## config.mk

```make
export PLATFORM = sky130hd
export DESIGN_NAME = ebdp_bus_ctrl
export DESIGN_NICKNAME = d
export VERILOG_FILES = /design/src/logic/ebdp_pkg.sv /design/src/logic/ebdp_bus_ctrl.sv /design/src/logic/ebdp_ptr_bank.sv
export SDC_FILE = /design/constraint.sdc
export NUM_CORES = 1
export LEC_CHECK = 0
export BUFFER_PORTS_ARGS = -buffer_cell sky130_fd_sc_hd__buf_2
export CORE_ASPECT_RATIO = 0.8
export CORE_MARGIN = 2
export CORE_UTILIZATION = 64
export CTS_CLUSTER_SIZE = 14
export DETAILED_ROUTE_END_ITERATION = 16
export HOLD_SLACK_MARGIN = 0.1
export PLACE_DENSITY_LB_ADDON = 0.2
export SLEW_MARGIN = 25
export SYNTH_ARGS = -nofsm -noshare
export SYNTH_HDL_FRONTEND = slang
export SYNTH_SLANG_ARGS = --single-unit
```

## constraint.sdc

```tcl
create_clock -name clk -period 7.9 [get_ports clk]
set_clock_uncertainty 0.2 [all_clocks]
set_input_delay 0.79 -clock clk [delete_from_list [all_inputs] [get_ports clk]]
set_output_delay 0.79 -clock clk [all_outputs]
set_load 0.02 [all_outputs]
```

## src/logic/ebdp_pkg.sv

```systemverilog
package ebdp_pkg;

	// special-function addresses seen on the core's register port
	localparam logic [7:0]  SFR_PTR_LOW        = 8'h82;
	localparam logic [7:0]  SFR_PTR_HIGH       = 8'h83;
	localparam logic [7:0]  SFR_PTR_SELECT     = 8'h92;

	// highest program address that internal code memory covers
	localparam logic [15:0] INTERNAL_CODE_TOP  = 16'h1FFF;
	localparam logic [7:0]  PORT0_ALL_ONES     = 8'hFF;

	localparam int          PTR_COUNT          = 8;
	localparam int          PTR_WIDTH          = 16;
	localparam int          SEL_WIDTH          = 3;
	localparam logic [2:0]  SEL_RESET          = 3'h0;
	localparam logic [15:0] PTR_RESET          = 16'h0000;

	// bus phase lengths in clock cycles (50 ns each)
	localparam logic [3:0]  ADDR_CYCLES        = 4'h1;
	localparam logic [3:0]  CODE_STROBE_CYCLES = 4'h1;
	localparam logic [3:0]  DATA_STROBE_CYCLES = 4'h3;

	typedef enum logic [5:0] {
		ST_IDLE    = 6'b00_0001,
		ST_ADDR    = 6'b00_0010,
		ST_ALEOFF  = 6'b00_0100,
		ST_SETUP   = 6'b00_1000,
		ST_STROBE  = 6'b01_0000,
		ST_RELEASE = 6'b10_0000
	} ebdp_state_t;

	typedef enum logic [1:0] {
		OP_FETCH = 2'h0,
		OP_READ  = 2'h1,
		OP_WRITE = 2'h2
	} ebdp_op_t;

	// one request from the core: code fetch or external move
	typedef struct packed {
		ebdp_op_t    op;
		logic        viaPointer;
		logic [15:0] addr;
		logic [7:0]  wdata;
	} ebdp_req_t;

	// pin-side outputs, all registered
	typedef struct packed {
		logic [7:0] port0Out;
		logic       port0Oe;
		logic [7:0] port2Out;
		logic       addrLatchStrobe;
		logic       codeReadStrobeN;
		logic       dataReadStrobeN;
		logic       dataWriteStrobeN;
	} ebdp_pins_t;

	localparam ebdp_pins_t PINS_RESET = '{
		port0Out: 8'h00, port0Oe: 1'b0, port2Out: 8'h00, addrLatchStrobe: 1'b0,
		codeReadStrobeN: 1'b1, dataReadStrobeN: 1'b1, dataWriteStrobeN: 1'b1
	};

endpackage

```

## src/logic/ebdp_bus_ctrl.sv

```systemverilog
`timescale 1ns/1ns
module ebdp_bus_ctrl
	import ebdp_pkg::*;
(
	// clock and reset
	input  wire logic        clk,
	input  wire logic        rst_n,
	// core requests
	input  wire logic        reqValid,
	input  wire ebdp_req_t   req,
	output logic             reqReady,
	output logic             doneValid,
	output logic [7:0]       doneData,
	output logic             doneExternal,
	// special registers
	input  wire logic        sfrWe,
	input  wire logic [7:0]  sfrAddr,
	input  wire logic [7:0]  sfrWdata,
	input  wire logic        ptrInc,
	output logic [7:0]       sfrRdata,
	output logic [15:0]      activePointer,
	// system straps and port 2 latch contents
	input  wire logic        extAccessInN,
	input  wire logic [7:0]  port2Latch,
	output logic             port0LatchLoadOnes,
	output logic             port2Dedicated,
	// bus pins
	input  wire logic [7:0]  port0In,
	output ebdp_pins_t       pins
);

	typedef struct packed {
		ebdp_state_t state;
		logic [3:0]  cnt;
		ebdp_op_t    op;
		logic [15:0] addr;
		logic [7:0]  wdata;
		logic [7:0]  rdata;
		logic [2:0]  select;
		logic        extExec;
		logic [7:0]  lastHigh;
		logic        ready;
		logic        done;
		logic        doneExt;
		logic [7:0]  sfrRd;
		logic        loadOnes;
		ebdp_pins_t  pins;
	} ebdp_ctrl_t;

	ebdp_ctrl_t  s_q;
	ebdp_ctrl_t  s_d;

	logic [15:0] bankRd;
	logic        bankWe;
	logic [1:0]  bankMask;
	logic [15:0] bankWdata;
	logic        goExternal;
	logic [15:0] busAddr;

	ebdp_ptr_bank #(
		.DEPTH (PTR_COUNT),
		.WIDTH (PTR_WIDTH),
		.IDXW  (SEL_WIDTH)
	) u_bank (
		.clk    (clk),
		.rst_n  (rst_n),
		.wrEn   (bankWe),
		.wrIdx  (s_q.select),
		.wrMask (bankMask),
		.wrData (bankWdata),
		.rdIdx  (s_d.select),
		.rdData (bankRd)
	);

	assign goExternal = (req.op != OP_FETCH) || !extAccessInN
		|| (req.addr > INTERNAL_CODE_TOP);

	// pointer mode takes the whole pointer, register mode pages by port 2
	always_comb begin
		if (req.op != OP_FETCH && req.viaPointer) begin
			busAddr = bankRd;
		end else if (req.op != OP_FETCH) begin
			busAddr = {port2Latch, req.addr[7:0]};
		end else begin
			busAddr = req.addr;
		end
	end

	// byte writes and increment reach the selected pointer only
	always_comb begin
		bankWe    = 1'b0;
		bankMask  = 2'b00;
		bankWdata = bankRd;
		if (sfrWe && sfrAddr == SFR_PTR_LOW) begin
			bankWe    = 1'b1;
			bankMask  = 2'b01;
			bankWdata = {8'h00, sfrWdata};
		end else if (sfrWe && sfrAddr == SFR_PTR_HIGH) begin
			bankWe    = 1'b1;
			bankMask  = 2'b10;
			bankWdata = {sfrWdata, 8'h00};
		end else if (ptrInc) begin
			bankWe    = 1'b1;
			bankMask  = 2'b11;
			bankWdata = bankRd + 16'h0001;
		end
	end

	always_comb begin
		s_d          = s_q;
		s_d.done     = 1'b0;
		s_d.loadOnes = 1'b0;

		// select field in bits 2:0, used from next cycle on
		if (sfrWe && sfrAddr == SFR_PTR_SELECT) begin
			s_d.select = sfrWdata[2:0];
		end

		case (s_q.state)
			ST_IDLE: begin
				if (reqValid && s_q.ready) begin
					s_d.op    = req.op;
					s_d.addr  = busAddr;
					s_d.wdata = req.wdata;
					if (!goExternal) begin
						// internal fetch: answered at once, bus untouched
						s_d.done    = 1'b1;
						s_d.doneExt = 1'b0;
						s_d.extExec = 1'b0;
					end else begin
						s_d.state    = ST_ADDR;
						s_d.cnt      = ADDR_CYCLES - 4'h1;
						s_d.ready    = 1'b0;
						// port 0 latch lost to the bus
						s_d.loadOnes = 1'b1;
						if (req.op == OP_FETCH) begin
							s_d.extExec = 1'b1;
						end
					end
				end
			end
			ST_ADDR: begin
				if (s_q.cnt == 4'h0) begin
					s_d.state = ST_ALEOFF;
				end else begin
					s_d.cnt = s_q.cnt - 4'h1;
				end
			end
			ST_ALEOFF: begin
				if (s_q.op == OP_WRITE) begin
					s_d.state = ST_SETUP;
				end else begin
					s_d.state = ST_STROBE;
					s_d.cnt   = (s_q.op == OP_FETCH) ? CODE_STROBE_CYCLES - 4'h1
						: DATA_STROBE_CYCLES - 4'h1;
				end
			end
			ST_SETUP: begin
				s_d.state = ST_STROBE;
				s_d.cnt   = DATA_STROBE_CYCLES - 4'h1;
			end
			ST_STROBE: begin
				if (s_q.cnt == 4'h0) begin
					// strobe output is still low in this cycle
					if (s_q.op != OP_WRITE) begin
						s_d.rdata = port0In;
					end
					s_d.state = ST_RELEASE;
				end else begin
					s_d.cnt = s_q.cnt - 4'h1;
				end
			end
			ST_RELEASE: begin
				s_d.state   = ST_IDLE;
				s_d.ready   = 1'b1;
				s_d.done    = 1'b1;
				s_d.doneExt = 1'b1;
			end
			default: begin
				s_d.state = ST_IDLE;
				s_d.ready = 1'b1;
			end
		endcase

		if (s_d.state == ST_ADDR && s_q.state == ST_IDLE) begin
			s_d.lastHigh = busAddr[15:8];
		end

		// pin values follow the state entered at this edge
		s_d.pins = PINS_RESET;
		// while code runs externally port 2 keeps the address
		if (s_d.extExec) begin
			s_d.pins.port2Out = s_d.lastHigh;
		end else begin
			s_d.pins.port2Out = port2Latch;
		end
		case (s_d.state)
			ST_ADDR: begin
				s_d.pins.addrLatchStrobe = 1'b1;
				s_d.pins.port0Out        = s_d.addr[7:0];
				s_d.pins.port0Oe         = 1'b1;
				// high byte for the whole cycle
				s_d.pins.port2Out        = s_d.addr[15:8];
			end
			ST_ALEOFF: begin
				// address still driven as the latch strobe falls
				s_d.pins.port0Out = s_d.addr[7:0];
				s_d.pins.port0Oe  = 1'b1;
				s_d.pins.port2Out = s_d.addr[15:8];
			end
			ST_SETUP: begin
				// data ahead of the write strobe
				s_d.pins.port0Out = s_d.wdata;
				s_d.pins.port0Oe  = 1'b1;
				s_d.pins.port2Out = s_d.addr[15:8];
			end
			ST_STROBE: begin
				s_d.pins.port2Out = s_d.addr[15:8];
				if (s_d.op == OP_WRITE) begin
					s_d.pins.port0Out         = s_d.wdata;
					s_d.pins.port0Oe          = 1'b1;
					s_d.pins.dataWriteStrobeN = 1'b0;
				end else if (s_d.op == OP_FETCH) begin
					// code reads use their own strobe
					s_d.pins.codeReadStrobeN = 1'b0;
				end else begin
					s_d.pins.dataReadStrobeN = 1'b0;
				end
			end
			ST_RELEASE: begin
				s_d.pins.port2Out = s_d.addr[15:8];
				// write data outlasts the strobe by one cycle
				if (s_d.op == OP_WRITE) begin
					s_d.pins.port0Out = s_d.wdata;
					s_d.pins.port0Oe  = 1'b1;
				end
			end
			default: begin
			end
		endcase

		// registered read of the special registers
		case (sfrAddr)
			SFR_PTR_LOW:    s_d.sfrRd = bankRd[7:0];
			SFR_PTR_HIGH:   s_d.sfrRd = bankRd[15:8];
			SFR_PTR_SELECT: s_d.sfrRd = {5'b0_0000, s_q.select};
			default:        s_d.sfrRd = 8'h00;
		endcase
	end

	always_ff @(posedge clk or negedge rst_n) begin
		if (!rst_n) begin
			s_q.state    <= ST_IDLE;
			s_q.cnt      <= 4'h0;
			s_q.op       <= OP_FETCH;
			s_q.addr     <= 16'h0000;
			s_q.wdata    <= 8'h00;
			s_q.rdata    <= 8'h00;
			s_q.select   <= SEL_RESET;
			s_q.extExec  <= 1'b0;
			s_q.lastHigh <= 8'h00;
			s_q.ready    <= 1'b1;
			s_q.done     <= 1'b0;
			s_q.doneExt  <= 1'b0;
			s_q.sfrRd    <= 8'h00;
			s_q.loadOnes <= 1'b0;
			s_q.pins     <= PINS_RESET;
		end else begin
			s_q <= s_d;
		end
	end

	// port 2 latch is only read here, never written
	assign reqReady           = s_q.ready;
	assign doneValid          = s_q.done;
	assign doneData           = s_q.rdata;
	assign doneExternal       = s_q.doneExt;
	assign sfrRdata           = s_q.sfrRd;
	assign activePointer      = bankRd;
	assign port0LatchLoadOnes = s_q.loadOnes;
	assign port2Dedicated     = s_q.extExec;
	assign pins               = s_q.pins;

endmodule

```

## src/logic/ebdp_ptr_bank.sv

```systemverilog
`timescale 1ns/1ns
module ebdp_ptr_bank
	import ebdp_pkg::*;
#(
	parameter int DEPTH = PTR_COUNT,
	parameter int WIDTH = PTR_WIDTH,
	parameter int IDXW  = SEL_WIDTH
) (
	// clock and reset
	input  wire logic             clk,
	input  wire logic             rst_n,
	// write port, byte-masked
	input  wire logic             wrEn,
	input  wire logic [IDXW-1:0]  wrIdx,
	input  wire logic [1:0]       wrMask,
	input  wire logic [WIDTH-1:0] wrData,
	// read port, registered
	input  wire logic [IDXW-1:0]  rdIdx,
	output logic      [WIDTH-1:0] rdData
);

	typedef struct packed {
		logic [DEPTH-1:0][WIDTH-1:0] entry;
		logic [WIDTH-1:0]            rd;
	} ebdp_bank_t;

	ebdp_bank_t bank_q;
	ebdp_bank_t bank_d;
	logic [DEPTH-1:0][WIDTH-1:0] nextEntry;

	genvar i;
	generate
		for (i = 0; i < DEPTH; i++) begin : g_entry
			always_comb begin
				nextEntry[i] = bank_q.entry[i];
				if (wrEn && wrIdx == IDXW'(i)) begin
					if (wrMask[0]) begin
						nextEntry[i][7:0] = wrData[7:0];
					end
					if (wrMask[1]) begin
						nextEntry[i][WIDTH-1:8] = wrData[WIDTH-1:8];
					end
				end
			end
		end
	endgenerate

	// read after write, so the core never sees a stale active pointer
	always_comb begin
		bank_d       = bank_q;
		bank_d.entry = nextEntry;
		bank_d.rd    = nextEntry[rdIdx];
	end

	always_ff @(posedge clk or negedge rst_n) begin
		if (!rst_n) begin
			bank_q <= '0;
		end else begin
			bank_q <= bank_d;
		end
	end

	assign rdData = bank_q.rd;

endmodule

```

; ---- Word-level counts from Yosys, hierarchy flattened
; Index checks and enable logic that the tools add are counted.
[totals]
register_bits = 233
inputBits = 65
[classes]
bitwise = 1
n_reduce_logical = 33
n_eq_ne = 29
mux = 72
magnitude_cmp = 2
n_addsub = 2
[ops]
columns = cell, count
row1 = $mux W16, 14
row2 = $mux W8, 18
row3 = $pmux W17 S3, 1
row4 = $bmux W16 S3, 1
row5 = $mux W36, 1
row6 = $pmux W6 S5, 1
row7 = $mux W26, 1
row8 = $eq A8 B8 Y1 const B, 3
row9 = $pmux W8 S3, 1
row10 = $add A16 B1 Y16 const B, 1
row11 = $gt A16 B13 Y1 const B, 1
row12 = $pmux W4 S4, 1
row13 = $mux W1, 15
row14 = $logic_and A1 B1 Y1, 14
row15 = $eq A3 B3 Y1 const B, 4
row16 = $eq A6 B2 Y1 const B, 2
row17 = $eq A6 B3 Y1 const B, 2
row18 = $eq A6 B4 Y1 const B, 2
row19 = $eq A6 B5 Y1 const B, 2
row20 = $eq A6 B6 Y1 const B, 2
row21 = $mux W2, 6
row22 = $mux W6, 2
row23 = $ne A2 B2 Y1 const B, 6
row24 = $mux W10, 1
row25 = 24 further kinds, 37

; ---- Longest topological paths before layout
; Gate-level depths: netlist of the first run.
[depth]
depth_word = 11
ltp_mapped = 11
ltp_nobuf = 9

; ---- By module
; From an unflattened synthesis of the first run, not the netlist that was laid out.
[unflattened]
hier_cells = 1082
hier_area_um2 = 11959.0
[modules_own_cells]
columns = module, area_per_inst_um2, instances, cells_per_inst
row1 = ebdp_ptr_bank, 7120.6, 1, 590
row2 = ebdp_bus_ctrl, 4838.4, 1, 492

; ---- Worst setup path before layout of the first run
; Ideal clock, no wire load.
[synth_timing]
path_kind = input to register
from = input port sfrAddr[5]
to = register u_bank.bank_q, in the netlist u_bank.rdData[10]
slack_ns = 4.398
t_arrival_ns = 3.160
path_stages = 8
t_required_ns = 7.558
cell_sequence = or4b_4 -> nor4_4 -> mux2i_1 -> clkbuf_1 -> clkbuf_1 -> o21ai_0 -> o22ai_1 -> o2111ai_1
[synth_lines]
columns = element, line
row1 = "start, declared", ebdp_bus_ctrl.sv:17  ; input wire logic [7:0] sfrAddr,
row2 = "end signal, assigned", ebdp_ptr_bank.sv:59  ; bank_q <= bank_d;
row3 = "end, declared", ebdp_ptr_bank.sv:27  ; ebdp_bank_t bank_q;

==> results.toml, run 1 <==
[layout]
stdcell_area_um2 = 12600
diodes = 0
drive_above_1_share_pct = 20.5
nets = 1271
area_growth_pct = 10.4

[critical_path]
critPathLaunchType = "primary input"
max_stage_delay_ps = 800
cp_cell_sequence = "buf_2 -> or4b_4 -> nor4_4 -> mux2i_2 -> buf_4 -> inv_2 -> nor2_1 -> a22o_1 -> or4_1"
cp_num_buf_inv = 3
rr_endpoint = "u_bank.rdData[5]"
cp.arrival_ps = 4500
path_max_fanout = 46
reg2reg_from = "u_bank.rdData[2]"
cpLargestDelayFamily = "simple AND/OR/NAND/NOR gates"
cp_slowest_cell = "nor4_4"
worstRegToRegCells = 7
setup.worst_path.start = "sfrAddr[5]"
crit_type = "in2reg"
r2r_slack_ps = 4380
crit_path_end_kind = "register"
worstPathRequired_ps = 8090

[grt]
grt_max_degree = 106
antenna_found_initial = 1
grt_pass1_vias = 8826
grt_pass1_wl_um = 48500
grt-ovfl-total = 0
globalRouteTotalUtil_pct = 33.0

[yosys]
netlist_instances = 1148
ys_seq_area_share_pct = 51.2
syn-cell-area_um2 = 11400
synth_nets = 1216
synthDistinctLibCells = 69
yosys.area.top_type = "dfrtp_1"
yosys_warnings = 0
synthTopCellsByArea = "dfrtp_1 50%, mux2i_1 5.6%, o21ai_0 4.9%"
synth_edf_count = 0
syn_avg_cell_area_um2 = 9.94
synth_flop_cell = "dfrtp_1"
synth-seq-cells = 233
async_reset_ff_share_pct = 100
synth.top_cell.area_share_pct = 50.0

[power_and_ir_drop]
total_power_uw = 4110
leakage_uw = 0.00598
seq_power_share_pct = 41.9
p_clk_share_pct = 26.3
p_comb_share_pct = 31.8
irDropWorstVdd_uv = 224
p_int_uw = 2610
switching_power_uw = 1500
power.density_nw_per_um2 = 326
swShare_pct = 36.4

[sta]
worst_slack_ps = 3590
relSlewSlack_pct = 23.4
setup_violations = 0
whs_ps = 110
finalCritPeriodShare_pct = 54.5
rsz0062_at_grt = "false"
period_minus_slack_ps = 4310
hold_viol_final = 0
fmax_ghz = 0.232
slew_viol_final = 0
tns_ps = 0
worst_pin_slew_ps = 1140

[clock_tree]
path_clk_slew_ps = 60
cts.path.max_buffers = 3
post-cts-setup-buffers = 0
cts_tree = "built"
worstSkewPairLatency_ps = 520
htree_levels = 1
numClockSinks = 233
hold_buffers = 0
ctsResizeCount = 0
root_buffer = "clkbuf_16"
numCtsBuffers = 23

[status]
outcome = "completed"

[floorplan]
start_util_pct = 65.6
die_area_um2 = 18900
core_um2 = 17400
io-pin-count = 123
die_w_um = 153
chipHeight_um = 123
rows = 43

[routing]
finalWirelength_um = 30800
drt-initial-drc-count = 871
postRouteAntennaNets = 0
num_vias = 9149
wl_per_cell_um = 21.3
drt-vias-per-instance = 6.33
drc = 0
dr.pass1.iters = 5

[place]
dp_hpwl_um = 21200
dp_slack_ps = 3090
port_buffers = 122
gp_congestion = 0.897
dpl-instance-area_um2 = 11800

[min_path]
min_path_type = "in2async"

[job]
maxCapViolations = 0
-- worst max-delay path by stage --
stage / endpoint / depth (start not counted)
after floorplan: u_bank.rdData[10] / 8
after global placement: u_bank.rdData[5] / 9
after detailed placement: u_bank.rdData[0] / 8
after CTS: u_bank.rdData[0] / 8
after global routing: u_bank.rdData[0] / 8
final: u_bank.rdData[5] / 9
-- cell usage after synthesis (6+ instances only) --
| master | count |
|---|---|
| nor4_1 | 10 |
| clkbuf_1 | 49 |
| buf_2 | 11 |
| o211ai_1 | 36 |
| nand3_1 | 31 |
| nor2_1 | 57 |
| a22oi_1 | 12 |
| o22ai_1 | 14 |
| a21o_1 | 12 |
| nand2_1 | 144 |
| nand2b_1 | 12 |
| a31oi_1 | 11 |
| a211oi_1 | 6 |
| o21ai_0 | 112 |
| nor3b_1 | 8 |
| a22o_1 | 21 |
| mux2_2 | 38 |
| buf_4 | 55 |
| a21oi_1 | 28 |
| xor2_1 | 9 |
| nor3_1 | 12 |
| o221ai_1 | 6 |
| mux2i_1 | 64 |
| dfrtp_1 | 228 |
| nand4_1 | 16 |
| inv_1 | 53 |
| o21ai_1 | 11 |
-- per-layer routing --
layer / up-vias / wire (um) / global-route usage [%] / part of all wire [%]
met4: 0 / 1040 / 11.9 / 3.4
met5: - / 0 / 0 / 0
li1: 4159 / - / - / -
met2: 462 / 13100 / 48.2 / 42
met1: 4454 / 13600 / 48.8 / 44
met3: 74 / 3080 / 7.40 / 10
-- registers in the layout (all words and copies together), names as in the netlist --
name                count
s_q                    47
doneValid               1
doneExternal            1
sfrRdata                8
pins                   21
port0LatchLoadOnes      1
u_bank.rdData          16
port2Dedicated          1
u_bank.bank_q         128
reqReady                1
doneData                8
-- power groups by stage --
| stage | Combinational (uW) | Clock (uW) | Sequential [uW] |
|---|---|---|---|
| finish | 1310 | 1080 | 1720 |
| global route | 1430 | 1130 | 1740 |
| CTS | 1300 | 1080 | 1710 |
| detailed placement | 1280 | 0 | 1730 |
| global placement | 1250 | 0 | 1720 |
| floorplan | 1060 | 0 | 1640 |
-- stage by stage --
stage          cells  utilization, %
6_report        1445            72.5
5_1_grt         1445            72.5
4_1_cts         1445            72.4
3_5_place_dp    1403            68.2
3_3_place_gp    1403            68.1
2_1_floorplan   1148               -
-- cell type report --
type	count	area [um^2]
Sequential cell	233	5840
Fill cell	1278	4780
Multi-Input combinational cell	743	4730
Timing Repair Buffer	147	808
Clock buffer	33	653
Tap cell	225	282
Inverter	55	206
Clock inverter	9	82.6
-- logic make-up (layout without fill, tap and decap cells) --
group	after synthesis	count (layout)	share of synthesized area, %
compound gates	306	306	17.2
xor+xnor	11	11	0.845
fa+ha+maj	3	3	0.329
buf+inv	172	244	7.59
flops	233	233	51.2
mux	103	103	9.47
simple gates	320	320	13.4
-- layout by cell type (no fill, tap or decap), drive strengths merged, types with 28 or more instances in the layout --
master,netlist,layout
inv,54,56
clkbuf,49,33
nand3,31,31
dfrtp,228,228
o211ai,36,36
o21ai,124,124
nand2,144,144
mux2,39,39
a21oi,28,28
mux2i,64,64
nor2,57,57
buf,68,147
Power figures use the tool's default switching activity.
==> run 2: changes to the inputs <==
--- a/config.mk
+++ b/config.mk
@@ -8,7 +8,7 @@
 export BUFFER_PORTS_ARGS = -buffer_cell sky130_fd_sc_hd__buf_2
 export CORE_ASPECT_RATIO = 0.8
 export CORE_MARGIN = 2
-export CORE_UTILIZATION = 64
+export CORE_UTILIZATION = 59
 export CTS_CLUSTER_SIZE = 14
 export DETAILED_ROUTE_END_ITERATION = 16
 export HOLD_SLACK_MARGIN = 0.1
==> constraint.sdc (replaced) <==
create_clock -name clk -period 4 [get_ports clk]
set_clock_uncertainty 0.2 [all_clocks]
set_input_delay 0.4 -clock clk [delete_from_list [all_inputs] [get_ports clk]]
set_output_delay 0.4 -clock clk [all_outputs]
set_load 0.02 [all_outputs]
==> results.toml, run 2 (synthesized netlist as in run 1, its figures left out) <==
[layout]
area_growth_pct = 15.9
largest_reg_flops = 128
fillCellCount = 1448
diodes = 0
drive_above_1_share_pct = 21.8
nets = 1338
largestRegisters = "u_bank.bank_q (128), s_q (47), pins (21)"
finalNonFillerCells = 1544
mostFrequentLayoutCell = "dfrtp_1"
final_cell_mix = "228 x dfrtp_1, 144 x nand2_1, 121 x buf_2, 112 x o21ai_0, 63 x mux2i_1"
top_register = "u_bank.bank_q"
final_core_util_pct = 69.7

[routing]
dr.pass1.iters = 6
wl_per_cell_um = 20.7
postRouteAntennaNets = 0
num_vias = 9437
drc = 0
drt-initial-drc-count = 1127
finalWirelength_um = 32000
drt-vias-per-instance = 6.11

[clock_tree]
ctsResizeCount = 0
root_buffer = "clkbuf_16"
numClockSinks = 233
worstSkewPairLatency_ps = 520
numCtsBuffers = 23
path_clk_slew_ps = 70
cts_tree = "built"
cts.path.max_buffers = 3
htree_levels = 1

[power_and_ir_drop]
leakage_uw = 0.00630
irDropWorstVdd_uv = 428
power.density_nw_per_um2 = 622

[critical_path]
path_max_fanout = 8
reg2reg_from = "u_bank.rdData[3]"
cp-endpoint = "u_bank.rdData[5]"
worstRegToRegCells = 7
max_stage_delay_ps = 610
r2r_slack_ps = 740
cp.arrival_ps = 3440
cp_cell_sequence = "nand4_1 -> nor2_1 -> xor2_1 -> a21oi_1 -> o21ai_0 -> a22o_1 -> or4_1"
setup.worst_path.start = "u_bank.rdData[3]"
cp_slowest_cell = "a21oi_1"
crit_path_end_kind = "register"
crit_type = "reg2reg"
rr_endpoint = "u_bank.rdData[5]"
worstPathRequired_ps = 4180
critPathLaunchType = "register"

[sta]
fmax_ghz = 0.307
relSlewSlack_pct = 33.9
finalCritPeriodShare_pct = 81.5
tns_ps = 0
setup_violations = 0
period_minus_slack_ps = 3260
worst_pin_slew_ps = 982
hold_viol_final = 0
rsz0062_at_grt = "false"
slew_viol_final = 0

[place]
gp_congestion = 0.932
dp_hpwl_um = 22200
port_buffers = 122
dp.cells = 1470

[floorplan]
io-pin-count = 123
start_util_pct = 60.1
die_w_um = 159
rows = 45
core_um2 = 19000
chipHeight_um = 128
die_area_um2 = 20500

[grt]
antenna_found_initial = 0
grt_pass1_vias = 9065
grt_pass1_wl_um = 51000
grt-ovfl-total = 0
globalRouteTotalUtil_pct = 31.6
grt_max_degree = 104

[status]
outcome = "completed"

[min_path]
hold_start = "req[13]"
min_path_type = "in2reg"

[job]
maxCapViolations = 0
[run 2: changes by cell type in the layout (fill, tap and decap cells not counted), moves of 2 or more]
cell	before	now
buf_4	25	58
dlygate4sd3_1	0	33
mux2i_1	61	63
mux2i_2	3	1
[run 2: area by class of cell]
cell class	count	area, um^2	area share, %
well taps	258	323	2.44
inverters	55	206	1.56
clock buffers	34	667	5.05
multi-input cells	743	4710	35.6
flip-flops and latches	233	5840	44.2
repair buffers	214	1410	10.6
clock inverters	7	66.3	0.502
[run 2: worst min-delay path by stage]
stage / endpoint / slack (ps) / cells past startpoint
3_3_place_gp: s_q[36] / 250 / 1
5_1_grt: u_bank.bank_q[59] / 130 / 3
4_1_cts: u_bank.bank_q[27] / 100 / 3
6_report: s_q[66] / 100 / 5
2_1_floorplan: doneData[0] / -100 / 0
3_5_place_dp: s_q[38] / 260 / 1
[run 2: power breakdown]
group          internal (uW)  switching, uW  leakage [uW]  total (uW)
Sequential              2970            390       0.00305        3360
Clock                   1220            903      0.000361        2120
Combinational           1070           1660       0.00289        2740
Total                   5260           2960       0.00630        8220
[run 2: critical path: cells and delay by family, from the launching register on]
family | cells | cell delay (ps)
AOI/OAI and AO/OA | 3 | 1130
xor gates and xnor gates | 1 | 80
DFF | 1 | 590
and+or+nand+nor | 3 | 1130
[run 2: routing by layer]
metal	wire [um]	GRT usage, %	vias up
li1	-	-	4290
met1	14500	48.3	4571
met2	13600	46.3	496
met3	3010	6.48	80
met4	907	8.56	0
met5	0	0	-
[run 2: timing repair]
action / in CTS / in global routing
setup buffers: 0 / 0
endpoints found under the hold margin: 139 / 0
hold buffers: 33 / 0
setup endpoints to repair: 0 / 0
[run 2: per-stage QoR]
step | hold slack, ps | area, um^2 | worst slack, ps | power, uW
2_1_floorplan | -95.6 | 11400 | 888 | 5340
3_3_place_gp | 251 | 12200 | 407 | 5960
3_5_place_dp | 258 | 12200 | 514 | 6040
4_1_cts | 103 | 13200 | 828 | 8180
5_1_grt | 134 | 13200 | 597 | 8650
6_report | 100 | 13200 | 741 | 8220
==> run 3: changes to the inputs <==
==> constraint.sdc (replaced) <==
create_clock -name clk -period 3.05 [get_ports clk]
set_clock_uncertainty 0.2 [all_clocks]
set_input_delay 0.305 -clock clk [delete_from_list [all_inputs] [get_ports clk]]
set_output_delay 0.305 -clock clk [all_outputs]
set_load 0.02 [all_outputs]
==> results.toml, run 3 (synthesized netlist as in run 1, its figures left out) <==
[clock_tree]
htree_levels = 1
path_clk_slew_ps = 70
root_buffer = "clkbuf_16"
cts_tree = "built"
cts.path.max_buffers = 3
numClockSinks = 233
numCtsBuffers = 23
worstSkewPairLatency_ps = 520

[layout]
diodes = 0
finalNonFillerCells = 1628
drive_above_1_share_pct = 25.1
final_cell_mix = "228 x dfrtp_1, 144 x nand2_1, 122 x buf_4, 121 x buf_2, 112 x o21ai_0"
largestRegisters = "u_bank.bank_q (128), s_q (47), pins (21)"
top_register = "u_bank.bank_q"
stdcell_area_um2 = 14000
area_growth_pct = 22.5
mostFrequentLayoutCell = "dfrtp_1"
nets = 1426
largest_reg_flops = 128

[floorplan]
rows = 45
start_util_pct = 60.1
chipHeight_um = 128
core_um2 = 19000
die_w_um = 159
die_area_um2 = 20500
io-pin-count = 123

[sta]
period_minus_slack_ps = 2880
finalCritPeriodShare_pct = 94.6
worst_slack_ps = 166
relSlewSlack_pct = 26.5
tns_ps = 0
setup_violations = 0
hold_viol_final = 0
worst_pin_slew_ps = 1100
slew_viol_final = 0
fmax_ghz = 0.347
whs_ps = 127

[routing]
dr.pass1.iters = 6
num_vias = 9752
drt-vias-per-instance = 5.99
finalWirelength_um = 33000
postRouteAntennaNets = 0
wl_per_cell_um = 20.3
drt-initial-drc-count = 993
drc = 0

[critical_path]
worstPathRequired_ps = 3250
max_stage_delay_ps = 630
crit_path_end_kind = "register"
cp.arrival_ps = 3080
cp_cell_sequence = "dlygate4sd3_1 -> buf_2 -> nand2b_1 -> nor4_4 -> dlygate4sd3_1 -> nand2b_1 -> inv_1 -> mux2_1 -> mux2_2 -> mux2_2"
crit_type = "in2reg"
critPathLaunchType = "primary input"
path_max_fanout = 4
cp_slowest_cell = "dlygate4sd3_1"

[power_and_ir_drop]
leakage_uw = 0.00673
p_comb_share_pct = 35.5
p_clk_share_pct = 25.4
power.density_nw_per_um2 = 788
swShare_pct = 35.7
p_int_uw = 7090
seq_power_share_pct = 39.1
irDropWorstVdd_uv = 524
switching_power_uw = 3930

[grt]
antenna_found_initial = 0
grt_pass1_vias = 9353
grt_pass1_wl_um = 52100
globalRouteTotalUtil_pct = 32.5
grt-ovfl-total = 0
grt_max_degree = 90

[min_path]
min_path_type = "in2reg"

[place]
dp.cells = 1535
gp_congestion = 0.945
dp_slack_ps = -24.0
port_buffers = 122
dp_hpwl_um = 23100
dpl-instance-area_um2 = 12700

[job]
maxCapViolations = 0

[status]
outcome = "completed"
-- run 3: timing repair --
| item | 4_1_cts | 5_1_grt |
|---|---|---|
| hold buffers | 53 | 0 |
| endpoints found under the hold margin | 161 | 0 |
| endpoints found under the setup margin | 0 | 12 |
| resized for setup | 0 | 2 |
| setup buffers | 0 | 3 |
-- run 3: metal layers --
layer  part of all wire (%)  track usage [%]  up-vias
met1                     45             48.4     4717
met2                     43             48.5      483
met4                    2.9             9.25        0
met3                    9.1             7.19       72
li1                       -                -     4480
met5                      0                0        -
-- run 3: worst paths after layout --
kind                                  start  slack [ps]                 to  cells past startpoint
worst max-delay path                req[23]         170            pins[4]                     10
worst min-delay path            sfrWdata[0]         130  u_bank.bank_q[96]                      3
worst max register to register      s_q[86]         210            pins[5]                      8
worst min register to register      s_q[38]         270            s_q[38]                      1
max in group asynchronous             rst_n        1710            s_q[82]                      3
min in group asynchronous             rst_n         200           pins[18]                      2
-- run 3: metrics by stage --
step / utilization, % / total power, uW
2_1_floorplan: - / 7000
3_3_place_gp: 66.9 / 7980
3_5_place_dp: 66.9 / 8080
4_1_cts: 73.4 / 10900
5_1_grt: 73.6 / 11600
6_report: 73.6 / 11000
-- run 3: area by class of cell --
type                    instances  area, um^2
flip-flops and latches        233        5840
fillers                      1367        5000
multi-input cells             743        4730
repair buffers                302        2170
clock buffers                  33         643
well taps                     258         323
inverters                      55         206
clock inverters                 4        70.1
-- run 3: power by group through the flow --
stage,registers (uW),clock network [uW],logic [uW]
floorplan,4250,0,2750
global placement,4300,0,3670
detailed placement,4320,0,3760
CTS,4280,2820,3830
global route,4370,2950,4270
finish,4310,2790,3910
-- run 3: worst max-delay path, delay by kind of cell --
| family | cells | cell delay (ps) |
|---|---|---|
| buffers and inverters | 4 | 1370 |
| multiplexers | 3 | 870 |
| AND/OR/NAND/NOR | 3 | 530 |
